$ cat config.mk
export PLATFORM = sky130hd
export DESIGN_NAME = odmx_regs
export DESIGN_NICKNAME = d
export VERILOG_FILES = /design/src/odmx_pkg.sv /design/src/odmx_regs.sv /design/src/odmx_source_decode.sv
export SDC_FILE = /design/constraint.sdc
export NUM_CORES = 1
export LEC_CHECK = 0
export BUFFER_PORTS_ARGS = -buffer_cell sky130_fd_sc_hd__buf_2
export CELL_PAD_IN_SITES_DETAIL_PLACEMENT = 1
export CELL_PAD_IN_SITES_GLOBAL_PLACEMENT = 2
export CORE_MARGIN = 2
export CORE_UTILIZATION = 37
export CTS_CLUSTER_SIZE = 30
export DETAILED_ROUTE_END_ITERATION = 12
export GPL_TIMING_DRIVEN = 0
export PLACE_DENSITY = 0.92
export SKIP_CTS_REPAIR_TIMING = 1
export SLEW_MARGIN = 20
export SYNTH_ARGS = -nofsm -noshare
export SYNTH_HDL_FRONTEND = slang
export SYNTH_SLANG_ARGS = --single-unit
export TNS_END_PERCENT = 30
$ cat constraint.sdc
create_clock -name sys_clk -period 7.9 [get_ports sys_clk]
set_input_delay 1.58 -clock sys_clk [delete_from_list [all_inputs] [get_ports sys_clk]]
set_output_delay 1.58 -clock sys_clk [all_outputs]
set_load 0.02 [all_outputs]
$ cat src/odmx_pkg.sv
// Shared constants for the open-detect flag and diagnostic source registers.
package odmx_pkg;

  // ----------------------------------------------------------------------
  // Register indices; the APB byte address is four times the index.
  // ----------------------------------------------------------------------
  localparam logic [7:0] IDX_OPEN_ENABLE = 8'h23;
  localparam logic [7:0] IDX_OPEN_FLAGS  = 8'h24;
  localparam logic [7:0] IDX_SEL_CH1_CH2 = 8'h28;
  localparam logic [7:0] IDX_SEL_CH3_CH4 = 8'h29;
  localparam logic [7:0] IDX_SEL_CH5_CH6 = 8'h2A;
  localparam logic [7:0] IDX_OPEN_QUEUE  = 8'h2C;
  localparam logic [7:0] IDX_IRQ_MASK    = 8'h30;

  // ----------------------------------------------------------------------
  // Sizes and field positions.
  // ----------------------------------------------------------------------
  localparam int unsigned NUM_INPUTS    = 8;
  localparam int unsigned NUM_SEL_REGS  = 3;
  localparam int unsigned NUM_SEL_CHANS = 6;
  localparam int unsigned SEL_W         = 3;
  localparam int unsigned SEL_FIELDS_W  = 6;
  localparam int unsigned ODD_SEL_LSB   = 0;
  localparam int unsigned EVEN_SEL_LSB  = 3;
  localparam int unsigned NUM_SOURCES   = 8;

  // ----------------------------------------------------------------------
  // Reset values and mode thresholds.
  // ----------------------------------------------------------------------
  localparam logic [7:0] OPEN_FLAGS_RST  = 8'h00;
  localparam logic [7:0] OPEN_ENABLE_RST = 8'h00;
  localparam logic [7:0] OPEN_QUEUE_RST  = 8'h00;
  localparam logic [7:0] IRQ_MASK_RST    = 8'h00;
  localparam logic [5:0] SEL_RST         = 6'h00;
  localparam logic [7:0] MANUAL_QUEUE    = 8'h01;
  localparam logic [7:0] AUTO_QUEUE_MIN  = 8'h02;

  // ----------------------------------------------------------------------
  // Diagnostic source codes.
  // ----------------------------------------------------------------------
  localparam logic [2:0] SRC_INPUT_PIN       = 3'h0;
  localparam logic [2:0] SRC_TEMP_SENSOR     = 3'h1;
  localparam logic [2:0] SRC_REFERENCE       = 3'h2;
  localparam logic [2:0] SRC_ANALOG_REG      = 3'h3;
  localparam logic [2:0] SRC_DIGITAL_REG     = 3'h4;
  localparam logic [2:0] SRC_IO_DRIVE_SUPPLY = 3'h5;
  localparam logic [2:0] SRC_ANALOG_GROUND   = 3'h6;
  localparam logic [2:0] SRC_ANALOG_SUPPLY   = 3'h7;

  // Byte address of a register index.
  function automatic logic [7:0] byte_addr(input logic [7:0] idx);
    byte_addr = {idx[5:0], 2'b00};
  endfunction

endpackage

$ cat src/odmx_regs.sv
// Open-detect flags, diagnostic source selectors and their APB slave.
//
// Added by the designer: the APB register port.
`timescale 1ns/10ps
`default_nettype none

module odmx_regs (
  // Clock and reset.
  input  wire logic        sys_clk,
  input  wire logic        reset,
  // APB slave.
  input  wire logic        psel,
  input  wire logic        penable,
  input  wire logic        pwrite,
  input  wire logic [7:0]  paddr,
  input  wire logic [31:0] pwdata,
  output logic      [31:0] prdata,
  output logic             pready,
  output logic             pslverr,
  // Analog front end status.
  input  wire logic        conv_done,
  input  wire logic [7:0]  code_unchanged,
  input  wire logic [7:0]  open_detect_event,
  // Analog front end control.
  output logic      [7:0]  cm_switch,
  output logic      [7:0]  pga_cm_high,
  output logic [5:0][7:0]  chan_source_route,
  output logic      [5:0]  range_10v,
  // Interrupt.
  output logic             irq
);
  import odmx_pkg::*;

  // ----------------------------------------------------------------------
  // Address decode.
  // ----------------------------------------------------------------------

  // True when the byte address names a register of this block.
  function automatic logic addr_mapped(input logic [7:0] addr);
    addr_mapped = (addr == byte_addr(IDX_OPEN_ENABLE)) ||
                  (addr == byte_addr(IDX_OPEN_FLAGS))  ||
                  (addr == byte_addr(IDX_SEL_CH1_CH2)) ||
                  (addr == byte_addr(IDX_SEL_CH3_CH4)) ||
                  (addr == byte_addr(IDX_SEL_CH5_CH6)) ||
                  (addr == byte_addr(IDX_OPEN_QUEUE))  ||
                  (addr == byte_addr(IDX_IRQ_MASK));
  endfunction

  // ----------------------------------------------------------------------
  // State.
  // ----------------------------------------------------------------------
  logic [7:0]                 open_flags_reg;
  logic [7:0]                 open_flags_next;
  logic [7:0]                 open_enable_reg;
  logic [7:0]                 open_enable_next;
  logic [7:0]                 open_queue_reg;
  logic [7:0]                 open_queue_next;
  logic [7:0]                 irq_mask_reg;
  logic [7:0]                 irq_mask_next;
  logic [NUM_SEL_REGS-1:0][5:0] sel_reg;
  logic [NUM_SEL_REGS-1:0][5:0] sel_next;
  logic                       pready_reg;
  logic                       pready_next;
  logic                       pslverr_reg;
  logic                       pslverr_next;
  logic [31:0]                prdata_reg;
  logic [31:0]                prdata_next;
  logic                       irq_reg;
  logic                       irq_next;
  logic [7:0]                 pga_cm_reg;
  logic [7:0]                 pga_cm_next;

  logic                       apb_access;
  logic                       apb_commit;
  logic                       wr_commit;
  logic                       auto_mode;
  logic                       manual_mode;
  logic [7:0]                 flag_set;
  logic [7:0]                 flag_clear;
  logic [7:0]                 wr_byte;
  logic [31:0]                read_value;

  // ----------------------------------------------------------------------
  // Bus phases and detection qualifiers.
  // ----------------------------------------------------------------------

  // One wait state: the access phase ends on the second cycle.
  assign apb_access  = psel && penable;
  assign apb_commit  = apb_access && pready_reg;
  assign wr_commit   = apb_commit && pwrite && addr_mapped(paddr);
  assign wr_byte     = pwdata[7:0];
  assign auto_mode   = (open_queue_reg >= AUTO_QUEUE_MIN);
  assign manual_mode = (open_queue_reg == MANUAL_QUEUE);

  // Only enabled channels in automatic mode may raise a flag.
  assign flag_set = open_detect_event & open_enable_reg
                  & {8{auto_mode}};
  assign flag_clear = (wr_commit && paddr == byte_addr(IDX_OPEN_FLAGS))
                    ? wr_byte : 8'h00;

  // Read multiplexer; narrow registers sit in the low bits.
  always_comb begin
    read_value = 32'h0000_0000;
    case (paddr)
      byte_addr(IDX_OPEN_ENABLE): read_value[7:0] = open_enable_reg;
      byte_addr(IDX_OPEN_FLAGS):  read_value[7:0] = open_flags_reg;
      byte_addr(IDX_SEL_CH1_CH2): read_value[5:0] = sel_reg[0];
      byte_addr(IDX_SEL_CH3_CH4): read_value[5:0] = sel_reg[1];
      byte_addr(IDX_SEL_CH5_CH6): read_value[5:0] = sel_reg[2];
      byte_addr(IDX_OPEN_QUEUE):  read_value[7:0] = open_queue_reg;
      byte_addr(IDX_IRQ_MASK):    read_value[7:0] = irq_mask_reg;
      default:                    read_value      = 32'h0000_0000;
    endcase
  end

  // ----------------------------------------------------------------------
  // Register bank next state.
  // ----------------------------------------------------------------------

  // Writes land at the edge where pready is sampled high.
  always_comb begin
    open_enable_next = open_enable_reg;
    open_queue_next  = open_queue_reg;
    irq_mask_next    = irq_mask_reg;
    sel_next         = sel_reg;
    if (wr_commit) begin
      case (paddr)
        byte_addr(IDX_OPEN_ENABLE): open_enable_next = wr_byte;
        byte_addr(IDX_SEL_CH1_CH2): sel_next[0] = wr_byte[5:0];
        byte_addr(IDX_SEL_CH3_CH4): sel_next[1] = wr_byte[5:0];
        byte_addr(IDX_SEL_CH5_CH6): sel_next[2] = wr_byte[5:0];
        byte_addr(IDX_OPEN_QUEUE):  open_queue_next = wr_byte;
        byte_addr(IDX_IRQ_MASK):    irq_mask_next = wr_byte;
        default:                    open_queue_next = open_queue_reg;
      endcase
    end
    // A detection in the clearing cycle survives the clear.
    open_flags_next = (open_flags_reg & ~flag_clear) | flag_set;
    // Manual mode lets the enable bits raise the common mode directly.
    pga_cm_next = manual_mode ? open_enable_next : 8'h00;
    irq_next    = |(open_flags_next & irq_mask_next);
  end

  // APB answer next state.
  always_comb begin
    pready_next  = apb_access && !pready_reg;
    prdata_next  = prdata_reg;
    pslverr_next = pslverr_reg;
    if (apb_access && !pready_reg) begin
      prdata_next  = pwrite ? 32'h0000_0000 : read_value;
      pslverr_next = !addr_mapped(paddr);
    end else if (!apb_access) begin
      pslverr_next = 1'b0;
    end
  end

  // Registers every piece of bank and bus state.
  always_ff @(posedge sys_clk or posedge reset) begin
    if (reset) begin
      open_flags_reg  <= OPEN_FLAGS_RST;
      open_enable_reg <= OPEN_ENABLE_RST;
      open_queue_reg  <= OPEN_QUEUE_RST;
      irq_mask_reg    <= IRQ_MASK_RST;
      sel_reg         <= {NUM_SEL_REGS{SEL_RST}};
      pready_reg      <= 1'b0;
      pslverr_reg     <= 1'b0;
      prdata_reg      <= 32'h0000_0000;
      irq_reg         <= 1'b0;
      pga_cm_reg      <= 8'h00;
    end else begin
      open_flags_reg  <= open_flags_next;
      open_enable_reg <= open_enable_next;
      open_queue_reg  <= open_queue_next;
      irq_mask_reg    <= irq_mask_next;
      sel_reg         <= sel_next;
      pready_reg      <= pready_next;
      pslverr_reg     <= pslverr_next;
      prdata_reg      <= prdata_next;
      irq_reg         <= irq_next;
      pga_cm_reg      <= pga_cm_next;
    end
  end

  assign prdata      = prdata_reg;
  assign pready      = pready_reg;
  assign pslverr     = pslverr_reg;
  assign irq         = irq_reg;
  assign pga_cm_high = pga_cm_reg;

  // ----------------------------------------------------------------------
  // Unchanged-code run counters, one per input.
  // ----------------------------------------------------------------------
  for (genvar ch = 0; ch < NUM_INPUTS; ch++) begin : g_queue
    logic [7:0] run_reg;
    logic [7:0] run_next;
    logic       cm_reg;
    logic       cm_next;

    // Counts conversions with no code change; switches at the queue count.
    always_comb begin
      run_next = run_reg;
      cm_next  = 1'b0;
      if (!auto_mode || !open_enable_reg[ch]) begin
        run_next = 8'h00;
      end else if (conv_done) begin
        if (!code_unchanged[ch]) begin
          run_next = 8'h00;
        end else if (run_reg + 8'h01 >= open_queue_reg) begin
          run_next = 8'h00;
          cm_next  = 1'b1;
        end else begin
          run_next = run_reg + 8'h01;
        end
      end
    end

    // Registers the run count and the one-cycle switch pulse.
    always_ff @(posedge sys_clk or posedge reset) begin
      if (reset) begin
        run_reg <= 8'h00;
        cm_reg  <= 1'b0;
      end else begin
        run_reg <= run_next;
        cm_reg  <= cm_next;
      end
    end

    assign cm_switch[ch] = cm_reg;
  end

  // ----------------------------------------------------------------------
  // Per-channel source routing.
  // ----------------------------------------------------------------------
  for (genvar c = 0; c < NUM_SEL_CHANS; c++) begin : g_route
    localparam int unsigned LSB = (c % 2 == 1) ? EVEN_SEL_LSB : ODD_SEL_LSB;

    odmx_source_decode u_decode (
      .sys_clk      (sys_clk),
      .reset        (reset),
      .sel_code     (sel_reg[c/2][LSB +: SEL_W]),
      .route_onehot (chan_source_route[c]),
      .range_10v    (range_10v[c])
    );
  end
endmodule

`default_nettype wire

$ cat src/odmx_source_decode.sv
// Registered decode of one channel's diagnostic source selector.
`timescale 1ns/10ps
`default_nettype none

module odmx_source_decode (
  // Clock and reset.
  input  wire logic       sys_clk,
  input  wire logic       reset,
  // Selector code from the register bank.
  input  wire logic [2:0] sel_code,
  // Routing to the analog front end.
  output logic      [7:0] route_onehot,
  output logic            range_10v
);
  import odmx_pkg::*;

  logic [7:0] route_reg;
  logic [7:0] route_next;
  logic       range_reg;
  logic       range_next;

  // One-hot switch per source; any source but the pin forces the 10 V range.
  always_comb begin
    route_next = 8'h00;
    case (sel_code)
      SRC_INPUT_PIN:       route_next = 8'h01;
      SRC_TEMP_SENSOR:     route_next = 8'h02;
      SRC_REFERENCE:       route_next = 8'h04;
      SRC_ANALOG_REG:      route_next = 8'h08;
      SRC_DIGITAL_REG:     route_next = 8'h10;
      SRC_IO_DRIVE_SUPPLY: route_next = 8'h20;
      SRC_ANALOG_GROUND:   route_next = 8'h40;
      SRC_ANALOG_SUPPLY:   route_next = 8'h80;
      default:             route_next = 8'h01;
    endcase
    range_next = (sel_code != SRC_INPUT_PIN);
  end

  // Registers the routing so the outputs come from flip-flops.
  always_ff @(posedge sys_clk or posedge reset) begin
    if (reset) begin
      route_reg <= 8'h01;
      range_reg <= 1'b0;
    end else begin
      route_reg <= route_next;
      range_reg <= range_next;
    end
  end

  assign route_onehot = route_reg;
  assign range_10v    = range_reg;
endmodule

`default_nettype wire

==> reports/metrics.csv <==
metric,value,unit
syn_avg_cell_area,10.99,sq um
drt_iter0_markers,444,
setup-tns-final,0,ns
grt_pass1_vias,8017,
worst_pin_slew,0.8167,ns
fp.dieArea,0.02898,sq mm
largest_reg_flops,64,
layout.cells.most_common,dfrtp_1,
finalCriticalPeriod,3.586,ns
vias,7727,
peakVddDrop,0.1310,mV
grt_pass1_wl,44.20,mm
internal_power,1.464,mW
powerDensity,164.4,mW/mm^2
fp.dieW,170.2,um
synth_cell_types,55,
drc,0,
firstDrtPassIters,5,
routed_via_density,5.340,
async_flop_share,1.000,
drtAntennaViolNets,0,
clk_path_buf_depth,2,
syn2layout_area_growth,17.43,%
skew,0.01264,ns
min_path_type,flop to flop,
ys_seq_area_frac,0.4780,
place_hpwl,20.01,mm
num_rows,60,
overflow,0,
r2r_start,g_queue[7].run_reg[2],
crit_chain,buf_2 -> or4_1 -> buf_2 -> nor2_1 -> nand4_1 -> mux2_2 -> a22oi_1 -> nand4_1,
switching_power,0.5102,mW
critPathKind,input port to flop,
fmax,278.9,MHz
stdcell_count,1447,
floorplan.die.height,170.2,um
cts_root_buf,clkbuf_16,
outcome,completed,
nFillCells,3009,
grt_start_max_net_pins,93,
slew_violations,0,
yosys_warnings,0,
clk_latency,0.44,ns
end_kind,flop,
max_slew_margin,0.4535,
leakage,6.338,nW
multi_input_area,0.004868,sq mm
cp.required,8.20,ns
worst_path_max_delay_cell,or4_1,
seqPwrFrac,0.507,
finalCritPeriodShare,0.4539,
initial_core_util,0.3783,
pin_count,167,
drive_gt1_frac,0.2754,
synth-edff-count,0,
antenna_found_initial,2,
hold_slack,0.5217,ns
clk_pin_slew,0.08,ns
p_clk_frac,0.450,
core,0.02703,sq mm
io_buffer_count,117,
regArea,0.004887,sq mm
hp-start,prdata[5],
cpPeakStageDelay,0.50,ns
hold_viol_final,0,
netlist_instances,930,
critPathLaunchType,input port,
crit_path_start,paddr[1],
worstPathArrival,3.88,ns
cts_buffers,17,
mostFrequentLayoutCells,"dfrtp_1 (189), buf_2 (120), nand2_1 (79), ha_1 (72), nor2_1 (61)",
dp_worst_setup_slack,3.936,ns
cts_max_level,4,
p_comb_frac,0.042,
syn_area,0.01022,sq mm
wl_per_cell,19.26,um
cap_violations,0,
rsz0062_at_grt,no,
grt_usage,0.1984,
wl,27.87,mm
synth_seq_cells,195,
setup_ws,4.314,ns
fin_nets,1225,
place.gp.congestion,0.7970,
placed_cells,1413,
power.share.switching,0.2585,
cts_sinks,195,
cts_tree,yes,
synth-main-ff-cell,dfrtp_1,
setup_viol,0,
cp_max_fo,8,
[worst max-delay path: cells and delay by family]
kind	cells	cell delay [ns]
simple gates	4	1.27
mux	1	0.48
buf+inv	2	0.31
compound gates	1	0.24
[per-layer routing]
metal	vias to the layer above	part of all wire	GRT usage
met5	-	0	0
met4	0	0.014	0.05686
met3	26	0.040	0.03372
met2	168	0.50	0.3372
met1	3931	0.45	0.2605
li1	3602	-	-
[area by class of cell]
cell class / count / area share
Antenna cell: 2 / 0.0004168
Multi-Input combinational cell: 661 / 0.4055
Buffer: 73 / 0.03877
Clock buffer: 18 / 0.03658
Tap cell: 341 / 0.03554
Sequential cell: 195 / 0.4070
Inverter: 24 / 0.008128
Timing Repair Buffer: 119 / 0.05336
Clock inverter: 14 / 0.01469
[Yosys cell counts (2+ instances only)]
| library cell | n | share of area |
|---|---|---|
| a22oi_1 | 10 | 0.0073 |
| a21o_1 | 10 | 0.0073 |
| buf_4 | 38 | 0.028 |
| nand2b_1 | 13 | 0.0080 |
| a221o_1 | 2 | 0.0020 |
| and3b_1 | 11 | 0.0094 |
| inv_1 | 24 | 0.0088 |
| o21bai_1 | 13 | 0.0095 |
| dfstp_2 | 6 | 0.015 |
| nor2b_1 | 10 | 0.0061 |
| buf_6 | 6 | 0.0066 |
| or2_2 | 8 | 0.0049 |
| and2_2 | 2 | 0.0015 |
| or3_1 | 6 | 0.0037 |
| nand2_1 | 79 | 0.029 |
| nor3b_1 | 24 | 0.018 |
| mux2_2 | 48 | 0.053 |
| a211o_1 | 7 | 0.0060 |
| a211oi_1 | 16 | 0.012 |
| o21a_1 | 8 | 0.0059 |
| nor3_1 | 4 | 0.0020 |
| clkbuf_1 | 25 | 0.0092 |
| nand3_1 | 43 | 0.021 |
| a21oi_1 | 19 | 0.0093 |
| nand4_1 | 5 | 0.0031 |
| a32o_1 | 8 | 0.0078 |
| nor2_1 | 61 | 0.022 |
| a22o_1 | 23 | 0.020 |
| or4_1 | 3 | 0.0022 |
| xnor2_1 | 16 | 0.014 |
| o21ai_0 | 16 | 0.0078 |
| a21o_2 | 5 | 0.0043 |
| ha_1 | 72 | 0.088 |
| a22o_2 | 25 | 0.024 |
| nor3_2 | 2 | 0.0020 |
| buf_2 | 3 | 0.0015 |
| mux2i_1 | 3 | 0.0029 |
| dfrtp_1 | 189 | 0.46 |
| and2_4 | 5 | 0.0043 |
| a2111oi_0 | 8 | 0.0069 |
| xor2_1 | 22 | 0.019 |
| a222oi_1 | 6 | 0.0059 |
| and3_1 | 14 | 0.0086 |
[metrics by stage]
stage	power (mW)	instance area [sq um]	utilization
floorplan	1.071	10310	-
global placement	1.099	11320	0.4190
detailed placement	1.105	11390	0.4213
CTS	1.993	12000	0.4441
global route	2.041	12010	0.4443
finish	1.974	12010	0.4443
[power groups by stage]
| stage | clock network (mW) | registers, mW | logic, mW |
|---|---|---|---|
| detailed placement | 0 | 1.02 | 0.0834 |
| global route | 0.947 | 1.00 | 0.0918 |
| floorplan | 0 | 1.02 | 0.0481 |
| finish | 0.889 | 1.00 | 0.0831 |
| CTS | 0.907 | 1.00 | 0.0843 |
| global placement | 0 | 1.02 | 0.0776 |
[path summary, 6_finish.rpt]
kind | to | slack, ns | depth (start not counted)
worst min-delay path | prdata[5] | 0.52 | 1
min in group asynchronous | g_route[0].u_decode.route_onehot[4] | 1.06 | 2
worst max-delay path | irq | 4.31 | 8
worst max register to register | g_queue[7].run_reg[2] | 4.82 | 10
max in group asynchronous | g_queue[6].run_reg[3] | 5.73 | 4
worst min register to register | prdata[5] | 0.52 | 1
[cell families after synthesis]
group                      synth area share
muxes                               0.05580
adders and majority gates           0.08811
and+or+nand+nor                      0.1516
buffers and inverters               0.05433
other                             0.0003668
DFF                                  0.4780
xor gates and xnor gates            0.03255
AOI/OAI and AO/OA                    0.1393
No activity file was read; power rests on OpenSTA's default activity.
